<file path="src/flash_host_regs.svh">
`ifndef FLASH_HOST_REGS_SVH
`define FLASH_HOST_REGS_SVH

`define PAGE_BYTES 128
`define ERASED_BYTE 8'hFF
`define CMD_ADDR_A 17'h05555
`define CMD_ADDR_B 17'h02AAA
`define CMD_D_AA 8'hAA
`define CMD_D_55 8'h55
`define CMD_D_A0 8'hA0
`define CMD_D_80 8'h80
`define CMD_D_20 8'h20
`define CMD_D_10 8'h10
`define CMD_D_60 8'h60
`define CMD_D_F0 8'hF0
`define ID_MFR_ADDR 17'h00000
`define ID_DEV_ADDR 17'h00001
`define CLK_PERIOD_NS 10
`define BYTE_LOAD_WINDOW_US 200
`define BYTE_LOAD_WINDOW_CYC ((`BYTE_LOAD_WINDOW_US*1000)/`CLK_PERIOD_NS)
`define BYTE_LOAD_TIMEOUT_US 300
`define BYTE_LOAD_TIMEOUT_CYC ((`BYTE_LOAD_TIMEOUT_US*1000)/`CLK_PERIOD_NS)
`define ID_PAUSE_US 10
`define ID_PAUSE_CYC ((`ID_PAUSE_US*1000)/`CLK_PERIOD_NS)
`define ERASE_TIME_MS 50
`define ERASE_TIME_CYC ((`ERASE_TIME_MS*1000000)/`CLK_PERIOD_NS)
`define STROBE_NS 60
`define STROBE_CYC ((`STROBE_NS+`CLK_PERIOD_NS-1)/`CLK_PERIOD_NS)
`define GLITCH_NS 15
`define POLL_BIT 7
`define TOGGLE_BIT 6

`endif

</file>
<file path="src/flash_host_pkg.sv">
package flash_host_pkg;
  typedef enum logic [2:0] {
    OP_READ, OP_PAGE, OP_PROT_ON, OP_PROT_OFF, OP_ERASE, OP_ID_ENTER,
    OP_ID_EXIT
  } host_op_t;
  typedef logic [16:0] addr_t;
  typedef logic [7:0] byte_t;
endpackage

</file>
<file path="src/flash_host.sv">
`timescale 1ns/1ps
`default_nettype none
`include "flash_host_regs.svh"
// Summary of operation
// device drives data only with chip select and output enable low
// whole 128-byte pages; host loads every byte, unloaded ones become FFh
// write strobe: chip select and write enable low, output enable high
// device latches address on later falling edge of select or write
// device latches data on first rising edge of select or write
// host loads each next byte within 200 us of the previous one
// device programs page after 300 us with no new write strobe
// upper address bits pick page, low seven bits pick byte, one page each
// page bytes may arrive in any order
// device programs all 128 buffered bytes at once by itself
// protected device needs three-byte command before each page
// device starts unprotected; three-byte command prefix enables protection
// protection persists across power until disable sequence
// six-byte sequence returns device to unprotected mode
// write enable pulses under 15 ns are ignored as glitches
// writes blocked with output enable low, select high or write high
// during programming, last byte reads back with bit 7 inverted
// during programming, bit 6 toggles on each read
// six-byte chip erase completes within 50 ms unassisted
// identification mode: address 0 maker code, address 1 part code
// three-byte exit sequence leaves identification mode
// hardware id: select, output low, write high, id line at 12 V; the host has no id line and reads the codes only after the R25 entry sequence
// protect on AA/55/A0, off AA/55/80/AA/55/20 at 5555/2AAA
// erase AA/55/80/AA/55/10 at alternating command addresses; the code sends them at 5555/2AAA/5555/5555/2AAA/5555
// id entry ends 80/AA/55/60, exit AA/55/F0; then 10 us pause
// device ignores loads and commands while programming or erasing
module flash_host
  import flash_host_pkg::*;
#(
  parameter int STROBE_CYC = `STROBE_CYC,
  parameter int WINDOW_CYC = `BYTE_LOAD_WINDOW_CYC,
  parameter int TIMEOUT_CYC = `BYTE_LOAD_TIMEOUT_CYC,
  parameter int PAUSE_CYC = `ID_PAUSE_CYC,
  parameter int ERASE_CYC = `ERASE_TIME_CYC
) (
  // clock and reset
  input wire logic mclk_in,
  input wire logic rst_in,
  // user command
  input wire logic req_valid_in,
  output logic req_ready_out,
  input wire flash_host_pkg::host_op_t req_op_in,
  input wire flash_host_pkg::addr_t req_addr_in,
  input wire logic req_prot_in,
  // user page fill
  input wire logic fill_en_in,
  input wire logic [6:0] fill_idx_in,
  input wire flash_host_pkg::byte_t fill_data_in,
  // user answer
  output logic done_out,
  output flash_host_pkg::byte_t rd_data_out,
  // flash pins
  output logic chip_select_n_out,
  output logic output_enable_n_out,
  output logic write_enable_n_out,
  output flash_host_pkg::addr_t addr_out,
  output flash_host_pkg::byte_t data_lines_out,
  output logic data_lines_oe_n_out,
  input wire flash_host_pkg::byte_t data_lines_in
);
  import flash_host_pkg::*;

  typedef enum logic [3:0] {
    S_IDLE, S_CMD, S_LOAD, S_PROG, S_POLL, S_RD, S_WAIT, S_DONE
  } st_t;
  typedef enum logic [1:0] {PH_SET, PH_LOW, PH_HIGH} ph_t;

  localparam int CW = 24;
  localparam logic [CW-1:0] STB = CW'(STROBE_CYC);

  st_t st_r, st_nxt;
  ph_t ph_r, ph_nxt;
  host_op_t op_r, op_nxt;
  addr_t addr_r, addr_nxt;
  logic prot_r, prot_nxt;
  logic [2:0] seq_r, seq_nxt;
  logic [7:0] idx_r, idx_nxt;
  logic [CW-1:0] cnt_r, cnt_nxt;
  logic [7:0] sync1_r, sync2_r;
  byte_t last_r, last_nxt;
  byte_t rd_r, rd_nxt;
  logic cs_n_r, cs_n_nxt, we_n_r, we_n_nxt, oe_n_r, oe_n_nxt;
  logic drv_r, drv_nxt;
  addr_t pa_r, pa_nxt;
  byte_t pd_r, pd_nxt;
  byte_t buf_q;
  logic [2:0] seq_len;
  addr_t seq_a;
  byte_t seq_d;

  page_store #(.DEPTH(`PAGE_BYTES), .AW(7)) u_store (
    .mclk_in(mclk_in),
    .wr_en_in(fill_en_in),
    .wr_addr_in(fill_idx_in),
    .wr_data_in(fill_data_in),
    // next index, so the registered read already holds the byte to send
    .rd_addr_in(idx_nxt[6:0]),
    .rd_data_out(buf_q)
  );

  // command byte table per operation
  always_comb begin
    seq_a = (seq_r == 3'd1 || seq_r == 3'd4) ? `CMD_ADDR_B : `CMD_ADDR_A;
    seq_d = `CMD_D_AA;
    seq_len = 3'd0;
    case (seq_r)
      3'd1, 3'd4: seq_d = `CMD_D_55;
      3'd2: begin
        case (op_r)
          OP_PAGE, OP_PROT_ON: seq_d = `CMD_D_A0;
          OP_ID_EXIT: seq_d = `CMD_D_F0;
          default: seq_d = `CMD_D_80;
        endcase
      end
      3'd5: begin
        case (op_r)
          OP_ERASE: seq_d = `CMD_D_10;
          OP_ID_ENTER: seq_d = `CMD_D_60;
          default: seq_d = `CMD_D_20;
        endcase
      end
      default: seq_d = `CMD_D_AA;
    endcase
    case (op_r)
      OP_PAGE: seq_len = prot_r ? 3'd3 : 3'd0;
      OP_PROT_ON, OP_ID_EXIT: seq_len = 3'd3;
      OP_PROT_OFF, OP_ERASE, OP_ID_ENTER: seq_len = 3'd6;
      default: seq_len = 3'd0;
    endcase
  end

  // sequencer
  always_comb begin
    st_nxt = st_r;
    ph_nxt = ph_r;
    op_nxt = op_r;
    addr_nxt = addr_r;
    prot_nxt = prot_r;
    seq_nxt = seq_r;
    idx_nxt = idx_r;
    cnt_nxt = (cnt_r != '0) ? cnt_r - 1'b1 : cnt_r;
    last_nxt = last_r;
    rd_nxt = rd_r;
    cs_n_nxt = cs_n_r;
    we_n_nxt = we_n_r;
    oe_n_nxt = oe_n_r;
    drv_nxt = drv_r;
    pa_nxt = pa_r;
    pd_nxt = pd_r;
    case (st_r)
      S_IDLE: begin
        cs_n_nxt = 1'b1;
        we_n_nxt = 1'b1;
        oe_n_nxt = 1'b1;
        drv_nxt = 1'b0;
        if (req_valid_in) begin
          op_nxt = req_op_in;
          addr_nxt = req_addr_in;
          seq_nxt = '0;
          idx_nxt = '0;
          ph_nxt = PH_SET;
          if (req_op_in == OP_READ) begin
            st_nxt = S_RD;
          end else begin
            st_nxt = S_CMD;
          end
          if (req_op_in == OP_PAGE) begin
            prot_nxt = req_prot_in | prot_r;
          end
        end
      end
      // byte write strobe shared by command and page bytes
      S_CMD, S_LOAD: begin
        case (ph_r)
          PH_SET: begin
            oe_n_nxt = 1'b1;
            drv_nxt = 1'b1;
            if (st_r == S_CMD) begin
              pa_nxt = seq_a;
              pd_nxt = seq_d;
            end else begin
              pa_nxt = {addr_r[16:7], idx_r[6:0]};
              pd_nxt = buf_q;
            end
            ph_nxt = PH_LOW;
            cnt_nxt = STB;
            if (st_r == S_CMD && seq_r >= seq_len) begin
              ph_nxt = PH_SET;
              if (op_r == OP_PAGE) begin
                st_nxt = S_LOAD;
              end else begin
                st_nxt = S_WAIT;
                // release the data lines for the whole pause
                drv_nxt = 1'b0;
                cnt_nxt = (op_r == OP_ERASE) ? CW'(ERASE_CYC)
                                             : CW'(PAUSE_CYC);
              end
            end
          end
          PH_LOW: begin
            cs_n_nxt = 1'b0;
            we_n_nxt = 1'b0;
            // low held well past the glitch limit
            if (cnt_r == '0) begin
              we_n_nxt = 1'b1;
              cs_n_nxt = 1'b1;
              ph_nxt = PH_HIGH;
              cnt_nxt = STB;
            end
          end
          default: begin
            if (cnt_r == '0) begin
              drv_nxt = 1'b0;
              ph_nxt = PH_SET;
              if (st_r == S_CMD) begin
                seq_nxt = seq_r + 3'd1;
                if (op_r == OP_PROT_ON) prot_nxt = 1'b1;
                if (op_r == OP_PROT_OFF) prot_nxt = 1'b0;
              end else begin
                last_nxt = pd_r;
                idx_nxt = idx_r + 8'd1;
                // next byte well inside the load window
                if (idx_r == 8'(`PAGE_BYTES - 1)) begin
                  st_nxt = S_PROG;
                  cnt_nxt = CW'(TIMEOUT_CYC);
                end
              end
            end
          end
        endcase
      end
      S_PROG: begin
        if (cnt_r == '0) begin
          st_nxt = S_POLL;
          ph_nxt = PH_SET;
        end
      end
      // poll last byte until completion bit shows true data
      S_POLL, S_RD: begin
        case (ph_r)
          PH_SET: begin
            drv_nxt = 1'b0;
            pa_nxt = (st_r == S_POLL) ? {addr_r[16:7], 7'h7F} : addr_r;
            cs_n_nxt = 1'b0;
            oe_n_nxt = 1'b0;
            cnt_nxt = STB + 3'd2;
            ph_nxt = PH_LOW;
          end
          PH_LOW: begin
            if (cnt_r == '0) begin
              rd_nxt = sync2_r;
              cs_n_nxt = 1'b1;
              oe_n_nxt = 1'b1;
              ph_nxt = PH_HIGH;
              cnt_nxt = STB;
            end
          end
          default: begin
            if (cnt_r == '0) begin
              ph_nxt = PH_SET;
              if (st_r == S_RD ||
                  rd_r[`POLL_BIT] == last_r[`POLL_BIT]) begin
                st_nxt = S_DONE;
              end
            end
          end
        endcase
      end
      S_WAIT: begin
        if (cnt_r == '0) st_nxt = S_DONE;
      end
      default: begin
        st_nxt = S_IDLE;
      end
    endcase
  end

  always_ff @(posedge mclk_in or posedge rst_in) begin
    if (rst_in) begin
      st_r <= S_IDLE;
      ph_r <= PH_SET;
      op_r <= OP_READ;
      addr_r <= '0;
      prot_r <= 1'b0;
      seq_r <= '0;
      idx_r <= '0;
      cnt_r <= '0;
      last_r <= '0;
      rd_r <= '0;
      cs_n_r <= 1'b1;
      we_n_r <= 1'b1;
      oe_n_r <= 1'b1;
      drv_r <= 1'b0;
      pa_r <= '0;
      pd_r <= '0;
      sync1_r <= '0;
      sync2_r <= '0;
    end else begin
      st_r <= st_nxt;
      ph_r <= ph_nxt;
      op_r <= op_nxt;
      addr_r <= addr_nxt;
      prot_r <= prot_nxt;
      seq_r <= seq_nxt;
      idx_r <= idx_nxt;
      cnt_r <= cnt_nxt;
      last_r <= last_nxt;
      rd_r <= rd_nxt;
      cs_n_r <= cs_n_nxt;
      we_n_r <= we_n_nxt;
      oe_n_r <= oe_n_nxt;
      drv_r <= drv_nxt;
      pa_r <= pa_nxt;
      pd_r <= pd_nxt;
      sync1_r <= data_lines_in;
      sync2_r <= sync1_r;
    end
  end

  assign req_ready_out = (st_r == S_IDLE);
  assign done_out = (st_r == S_DONE);
  assign rd_data_out = rd_r;
  assign chip_select_n_out = cs_n_r;
  assign output_enable_n_out = oe_n_r;
  assign write_enable_n_out = we_n_r;
  assign addr_out = pa_r;
  assign data_lines_out = pd_r;
  assign data_lines_oe_n_out = ~drv_r;
endmodule // flash_host
`default_nettype wire

</file>
<file path="src/page_store.sv">
`timescale 1ns/1ps
`default_nettype none
module page_store #(
  parameter int DEPTH = 128,
  parameter int AW = 7
) (
  // clock
  input wire logic mclk_in,
  // write port
  input wire logic wr_en_in,
  input wire logic [AW-1:0] wr_addr_in,
  input wire logic [7:0] wr_data_in,
  // read port
  input wire logic [AW-1:0] rd_addr_in,
  output logic [7:0] rd_data_out
);
  logic [7:0] mem [DEPTH];
  always_ff @(posedge mclk_in) begin
    if (wr_en_in) begin
      mem[wr_addr_in] <= wr_data_in;
    end
    rd_data_out <= mem[rd_addr_in];
  end
endmodule // page_store
`default_nettype wire
</file>
<file path="config.mk">
export PLATFORM = sky130hd
export DESIGN_NAME = flash_host
export DESIGN_NICKNAME = d
export VERILOG_FILES = /design/src/flash_host_pkg.sv /design/src/flash_host.sv /design/src/page_store.sv
export VERILOG_INCLUDE_DIRS = /design/src /design/src/src
export SDC_FILE = /design/constraint.sdc
export NUM_CORES = 2
export LEC_CHECK = 0
export BUFFER_PORTS_ARGS = -buffer_cell sky130_fd_sc_hd__buf_4
export CAP_MARGIN = 20
export CELL_PAD_IN_SITES_DETAIL_PLACEMENT = 1
export CELL_PAD_IN_SITES_GLOBAL_PLACEMENT = 2
export CORE_MARGIN = 8
export CORE_UTILIZATION = 48
export CTS_CLUSTER_SIZE = 30
export DETAILED_ROUTE_END_ITERATION = 10
export HOLD_SLACK_MARGIN = 0.05
export PLACE_DENSITY = 0.85
export SYNTH_ARGS = -nofsm -noshare
export SYNTH_HDL_FRONTEND = slang
export SYNTH_SLANG_ARGS = --single-unit
export TNS_END_PERCENT = 50
</file>
<file path="constraint.sdc">
create_clock -name mclk_in -period 6.25 [get_ports mclk_in]
set_clock_uncertainty 0.05 [all_clocks]
set_input_delay 1.25 -clock mclk_in [delete_from_list [all_inputs] [get_ports mclk_in]]
set_output_delay 1.25 -clock mclk_in [all_outputs]
set_load 0.02 [all_outputs]
</file>
; ---- Yosys cells after proc, flatten, opt, wreduce, memory -nomap -nowiden
; Memories as Yosys holds them, arrays and structs flattened. A register that Yosys moved wholly into a read port is not among the register bits.
; Index checks and enable logic that the tools add are counted.
[word_totals]
ff_bits = 123
ramBits = 1024
inputBits = 48
output_inout_bits = 39
wordCells = 182
memories = 1
[op_classes]
n_addsub = 3
magnitude_cmp = 1
eq_ne = 43
mux = 78
bitwise = 4
reduce_logical = 33
[memory_table]
columns = name, words, width, rd, rd_ports_with_merged_regs, wr, line_no
row1 = u_store.mem, 128, 8, 1, 1, 1, page_store.sv:17  ; logic [7:0] mem [DEPTH];
[op_table]
columns = cell, n
row1 = 24-bit one-hot mux with 2 select lines, 3
row2 = 24-bit two-way mux, 5
row3 = 23-bit two-way mux, 3
row4 = 17-bit two-way mux, 3
row5 = 4-bit two-way mux, 10
row6 = 8-bit two-way mux, 5
row7 = 17-bit one-hot mux with 2 select lines, 1
row8 = 2-bit != test (second input constant), 14
row9 = 7-bit one-hot mux with 2 select lines, 2
row10 = 24-bit zero test, 1
row11 = 8-bit one-hot mux with 3 select lines, 1
row12 = 24-bit nonzero test, 1
row13 = 24-bit by 1-bit subtractor with 24-bit output (second input constant), 1
row14 = 3-bit != test (second input constant), 7
row15 = 4-bit one-hot mux with 5 select lines, 1
row16 = 1-bit two-way mux, 18
row17 = 3-bit two-way mux, 6
row18 = 4-bit by 3-bit == test with 1-bit output (second input constant), 4
row19 = 8-bit one-hot mux with 2 select lines, 1
row20 = 4-bit AND reduction, 4
row21 = 3-bit == test (second input constant), 5
row22 = 15-bit two-way mux, 1
row23 = 2-bit OR reduction, 6
row24 = 11-bit AND reduction, 1
row25 = other kinds (35), 58

; ---- Longest topological paths before layout
[depth]
word_depth = 8
mapped_depth = 18
mapped_depth_nobuf = 13

; ---- Modules after synthesis
; A second synthesis with hierarchy kept.
[hier_totals]
cells_unflattened = 2268
hier_area_um2 = 45414.8
[by_module_without_submodules]
columns = module, instances, cells_per_inst, area_each_um2, seq_area_each_um2
row1 = page_store, 1, 1635, 39660.5, 30909.6
row2 = flash_host, 1, 633, 5754.3, 2881.5

; ---- Worst setup path before layout
; Ideal clock, no wire load.
[synth_path]
path_type = input port to flip-flop
startpoint = input req_valid_in
endpoint = register u_store.rd_data_out[2], read port of u_store.mem
setup_time_ns = 0.131
t_arrival_ns = 3.611
required_time_ns = 6.069
path_slack_ns = 2.459
cell_stages = 12
path_buffers = 1
cell_sequence = or3_1 > nand2_1 > or4_4 > a31oi_4 > inv_2 > nand4_2 > buf_4 > o32a_1 > o221ai_1 > or4_1 > a22oi_1 > nand4_1
[synth_via]
elab_chain_cells = 2
[synth_rtl]
columns = element, line_no
row1 = start: declaration, flash_host.sv:44  ; input wire logic req_valid_in,
row2 = 8-bit two-way mux, flash_host.sv:160  ; if (req_valid_in) begin
row3 = 8-bit one-hot mux with 2 select lines, flash_host.sv:154  ; case (st_r)
row4 = named net idx_nxt[2], flash_host.sv:81  ; logic [7:0] idx_r, idx_nxt;
row5 = end: declaration, page_store.sv:15  ; output logic [7:0] rd_data_out
; The timed path passes the listed nets, and every way through them passes these cells. The select of a mux whose other input is x is not followed.
; A chain may end at the register's enable or synchronous reset.

; ---- Worst setup path in the final report
[layout_path]
startpoint = register cnt_r[0]
endpoint = register u_store.rd_data_out[2], read port of u_store.mem
[layout_via]
elab_chain_cells = 4
[layout_rtl]
columns = element, line_no
row1 = start: declaration, flash_host.sv:82  ; logic [CW-1:0] cnt_r, cnt_nxt;
row2 = start signal: assignment, flash_host.sv:310  ; cnt_r <= cnt_nxt;
row3 = 24-bit zero test, flash_host.sv:216  ; if (cnt_r == '0) begin
row4 = 8-bit two-way mux, flash_host.sv:216
row5 = 8-bit two-way mux, flash_host.sv:178  ; case (ph_r)
row6 = 8-bit one-hot mux with 2 select lines, flash_host.sv:154
; No other way between the ends. The select of a mux whose other input is x is not followed.

==> results.txt <==
The run finished with clean final reports. The xor and xnor area share after synthesis came out at 0.394%. The part of the Yosys area used for sequential elements came out at 72.4%.

The die boundary height came out at 328 µm. The fmax is 180 MHz. The die width came out at 328 µm.

Clock tree synthesis selected as its root buffer the cell clkbuf_16. Setup violations remaining at the end of the flow were counted as 0. For this run, the leading register cell type out of synthesis is edfxtp_1. The total power per unit cell area is 438 nW/µm².

The half-perimeter wire length after detailed placement is 87.6 mm. The proportion of synthesized flip-flops having asynchronous set or reset is 10.0%. The worst setup path is captured at a register.

The full die area is 107,000 µm². After clock tree synthesis, the clock-pin slew on the worst setup and hold paths is 60 ps. The count of max-cap constraint violations is 0. Of the total synthesized cell area, the portion taken by AND, OR, NAND and NOR gates is 14.8%. The number of warnings issued by yosys came out at 0. In this run the worst hold path is classified as reg2reg. The endpoint required time on the critical path is 6770 ps.

The area growth from synthesis to layout is 12.5%. After clock tree synthesis, the flow added hold-fix buffers numbering 0. The compound-gate portion of the synthesized area is 5.35%. The final count of pins violating max slew is 0. Summed over its instances, the top area cell type makes up 65.9% of the synthesized netlist area.

The deepest level of the CTS H-tree came out at 3. The post-CTS setup-driven buffer insertion count is 0. The initial antenna violation count came to 5. Yosys mapped the design onto 79 distinct sky130hd cell types. By area the synthesized netlist is led by edfxtp_1 (66%), nand2_1 (6.1%), dfrtp_1 (6.0%), nand3_1 (4.7%), mux2i_1 (3.9%). The clock tree from TritonCTS is built. The critical path start-end classification is reg2reg.

The count of antenna-violating nets left after detailed routing came out at 0. The number of nets handed over by synthesis was 3,598. The maximum number of pins on one net before global-route repair came out at 179. The routability congestion estimate from global placement is 0.875. The least setup slack across all paths after layout came out at 680 ps. The maximum root-to-sink buffer count is 3. Across every metal layer, demand over resource in global routing totals 25.3%.

The detailed router placed 30,500 vias in this run. The final critical path time including I/O delays and setup came out at 5570 ps. Clock latency on the worst-skew pair, taken at its later pin, is 730 ps. The arrival time at the worst endpoint is 6090 ps. The total number of clock tree sinks came out at 1,147.

The post-cts sizing count came out at 0. The per-instance average area after synthesis is 13.2 µm². STA classifies the critical path startpoint as a register. The leakage power figure came out at 18.0 nW. The first global-routing pass estimated 207 mm of wire. Yosys mapped a number of flops with a built-in enable equal to 1,024.

The pin slew with the least headroom to its limit is 1240 ps. After detailed routing, the number of vias per cell comes to 6.12. In the final routed layout, each cell accounts on average for 27.9 µm. The worst-case headroom to the max-slew limit came out at 17.1%. Synthesis inferred 1,147 register bits.

The maximum fanout count along the critical path came out at 178. After floorplanning, the core was sized to cover 96,600 µm². The number of remaining DRC errors is 0. The number of buffers added by the clock tree synthesis step came out at 117.

In the final layout, the share of cells above drive strength 1 is 10.7%. The total overflow reported by the global router came out at 0. The cell row count is 114. The final-report hold violation count is 0.

The proportion of synthesized area in mux cells is 4.80%. The number of top-level design ports came out at 87. The port buffer count is 86. The layout net count is 3,662.

In this run the cell area of the synthesized design comes to 46,700 µm². The accumulated negative setup slack came out at 0 ps. After synthesis, the largest family of logic cells by area is simple AND/OR/NAND/NOR gates. The DRC violation total after the first TritonRoute iteration came out at 2,746.

The number of cells produced by synthesis is 3,539. Setup repair after global routing left no endpoint under its margin. The adder-cell area share of the yosys netlist is 0.295%. The detailed-routing iteration count for the pre-antenna-repair pass is 5. The total wire length after detailed routing is 139 mm. The worst-case IR drop observed on VDD is 449 µV. edfxtp_1 takes more of the synthesized area than any other cell. After layout, the worst path uses 89.1% of the clock period. The total of fill cells in the finished design is 9,447. The post-place setup slack is 810 ps.

The initial core utilization came out at 48.3%. The number of global-route vias before repair was 31,700.
## Yosys cell counts (4+ instances only)
cell type  count
nand2b_1       8
o221ai_1       9
a2bb2oi_1      7
or3_1          9
and3_1        17
o22a_1        10
buf_4          8
o21ai_0       71
or4_1         19
buf_1         28
nand2_1      757
dfxtp_1        8
or2_2          5
xnor2_1       13
clkbuf_1      96
a221oi_1      27
ha_1          11
inv_1         14
o22ai_1       42
a21boi_0       4
nand4_1       31
mux2_2        37
nand3_1      442
a311oi_1       9
o32a_1         8
o211ai_1       8
nor2_1       168
o21bai_1      14
a31oi_1       29
xor2_1         8
edfxtp_1    1024
a21oi_1       86
buf_2         64
a22oi_1       21
nand3b_1       8
dfrtp_1      112
nor4_1        15
nor2b_1       13
nor3_1        30
mux2i_1      182
a21o_1         5
## per-stage QoR
step	hold WS, ps	area, µm²	util (%)	total power [mW]	cells
floorplan	281	46700	-	13.6	3539
global placement	285	48600	50.3	15.8	4754
detailed placement	286	48600	50.3	16.1	4757
CTS	301	52500	54.3	23.0	4978
global route	311	52500	54.3	23.9	4982
finish	302	52500	54.4	23.0	4987
## worst paths after layout
check / startpoint / to / slack (ps) / depth (start not counted)
worst max-delay path: cnt_r[0]$_DFF_PP0_ / u_store.rd_data_out[2]$_DFF_P_ / 680 / 13
worst min-delay path: sync1_r[2]$_DFF_PP0_ / sync2_r[2]$_DFF_PP0_ / 300 / 0
worst max register to register: cnt_r[0]$_DFF_PP0_ / u_store.rd_data_out[2]$_DFF_P_ / 680 / 13
worst min register to register: sync1_r[2]$_DFF_PP0_ / sync2_r[2]$_DFF_PP0_ / 300 / 0
max in group asynchronous: rst_in / idx_r[2]$_DFF_PP0_ / 4290 / 3
min in group asynchronous: rst_in / sync2_r[3]$_DFF_PP0_ / 610 / 2
## power by group
part           total [mW]  internal, mW  switching, mW
combinational        6.96          2.16           4.80
sequential           9.05          8.68          0.370
clock                6.98          3.96           3.01
total                23.0          14.8           8.18
## cell usage in the layout (no fill, tap or decap), types with 14 or more instances in the layout
master        n
o21bai_1     14
clkinv_1     22
a31oi_1      29
nor2_1      167
nand3_1     440
mux2i_1     182
nor4_1       15
a221oi_1     27
edfxtp_1   1024
nor3_1       26
dfrtp_1     112
a21oi_1      85
nand4_1      31
clkbuf_1     26
nand2_1     757
clkbuf_16   118
mux2_2       37
or4_1        19
and3_1       17
buf_4       129
o22ai_1      42
clkinv_2     28
o21ai_0      71
a22oi_1      21
## layer usage
metal | vias to the layer above | GRT usage [%] | wire length, µm | share of wire (%)
li1 | 13300 | - | - | -
met1 | 15800 | 33.1 | 56400 | 40
met2 | 1160 | 42.9 | 69200 | 50
met3 | 267 | 4.09 | 9010 | 6.5
met4 | 2 | 8.70 | 4750 | 3.4
met5 | - | 0 | 13 | 0.0093
## logic make-up after synthesis
kind of cell,count (synthesis)
flip-flops,1147
AND/OR/NAND/NOR,1548
adder cells (fa/ha/maj),11
buffers and inverters,216
AO/OA/AOI/OAI,377
XOR/XNOR,21
multiplexers,219
## final cells by class
| cell class | instances | area [µm²] | area share (%) |
|---|---|---|---|
| Clock inverter | 72 | 726 | 1.38 |
| Clock buffer | 149 | 3120 | 5.94 |
| Tap cell | 1276 | 1600 | 3.04 |
| Timing Repair Buffer | 142 | 1140 | 2.18 |
| Multi-Input combinational cell | 2176 | 12000 | 22.9 |
| Antenna cell | 6 | 15.0 | 0.0286 |
| Inverter | 19 | 86.3 | 0.164 |
| Sequential cell | 1147 | 33800 | 64.4 |
## worst max-delay path, stage by stage, from the launching register on
cell and delay (ps):
dfrtp_1 410, inv_1 120, ha_1 160, nor4b_2 330, and4_1 460, a21oi_1 180, nor3_4 570, buf_12 640
buf_4 560, mux2i_1 270, o22ai_1 120, or4_1 540, a22oi_1 460, nand4_1 180
## sequential cells by signal, summed over array words and instances (netlist names), 2 cells and up
name,flops
op_r,3
seq_r,3
idx_r,8
sync2_r,8
sync1_r,8
data_lines_out,8
cnt_r,24
u_store.rd_data_out,8
u_store.mem,1024
addr_r,17
rd_data_out,8
addr_out,17
st_r,3
ph_r,2
(Power assumes the default switching activity.)
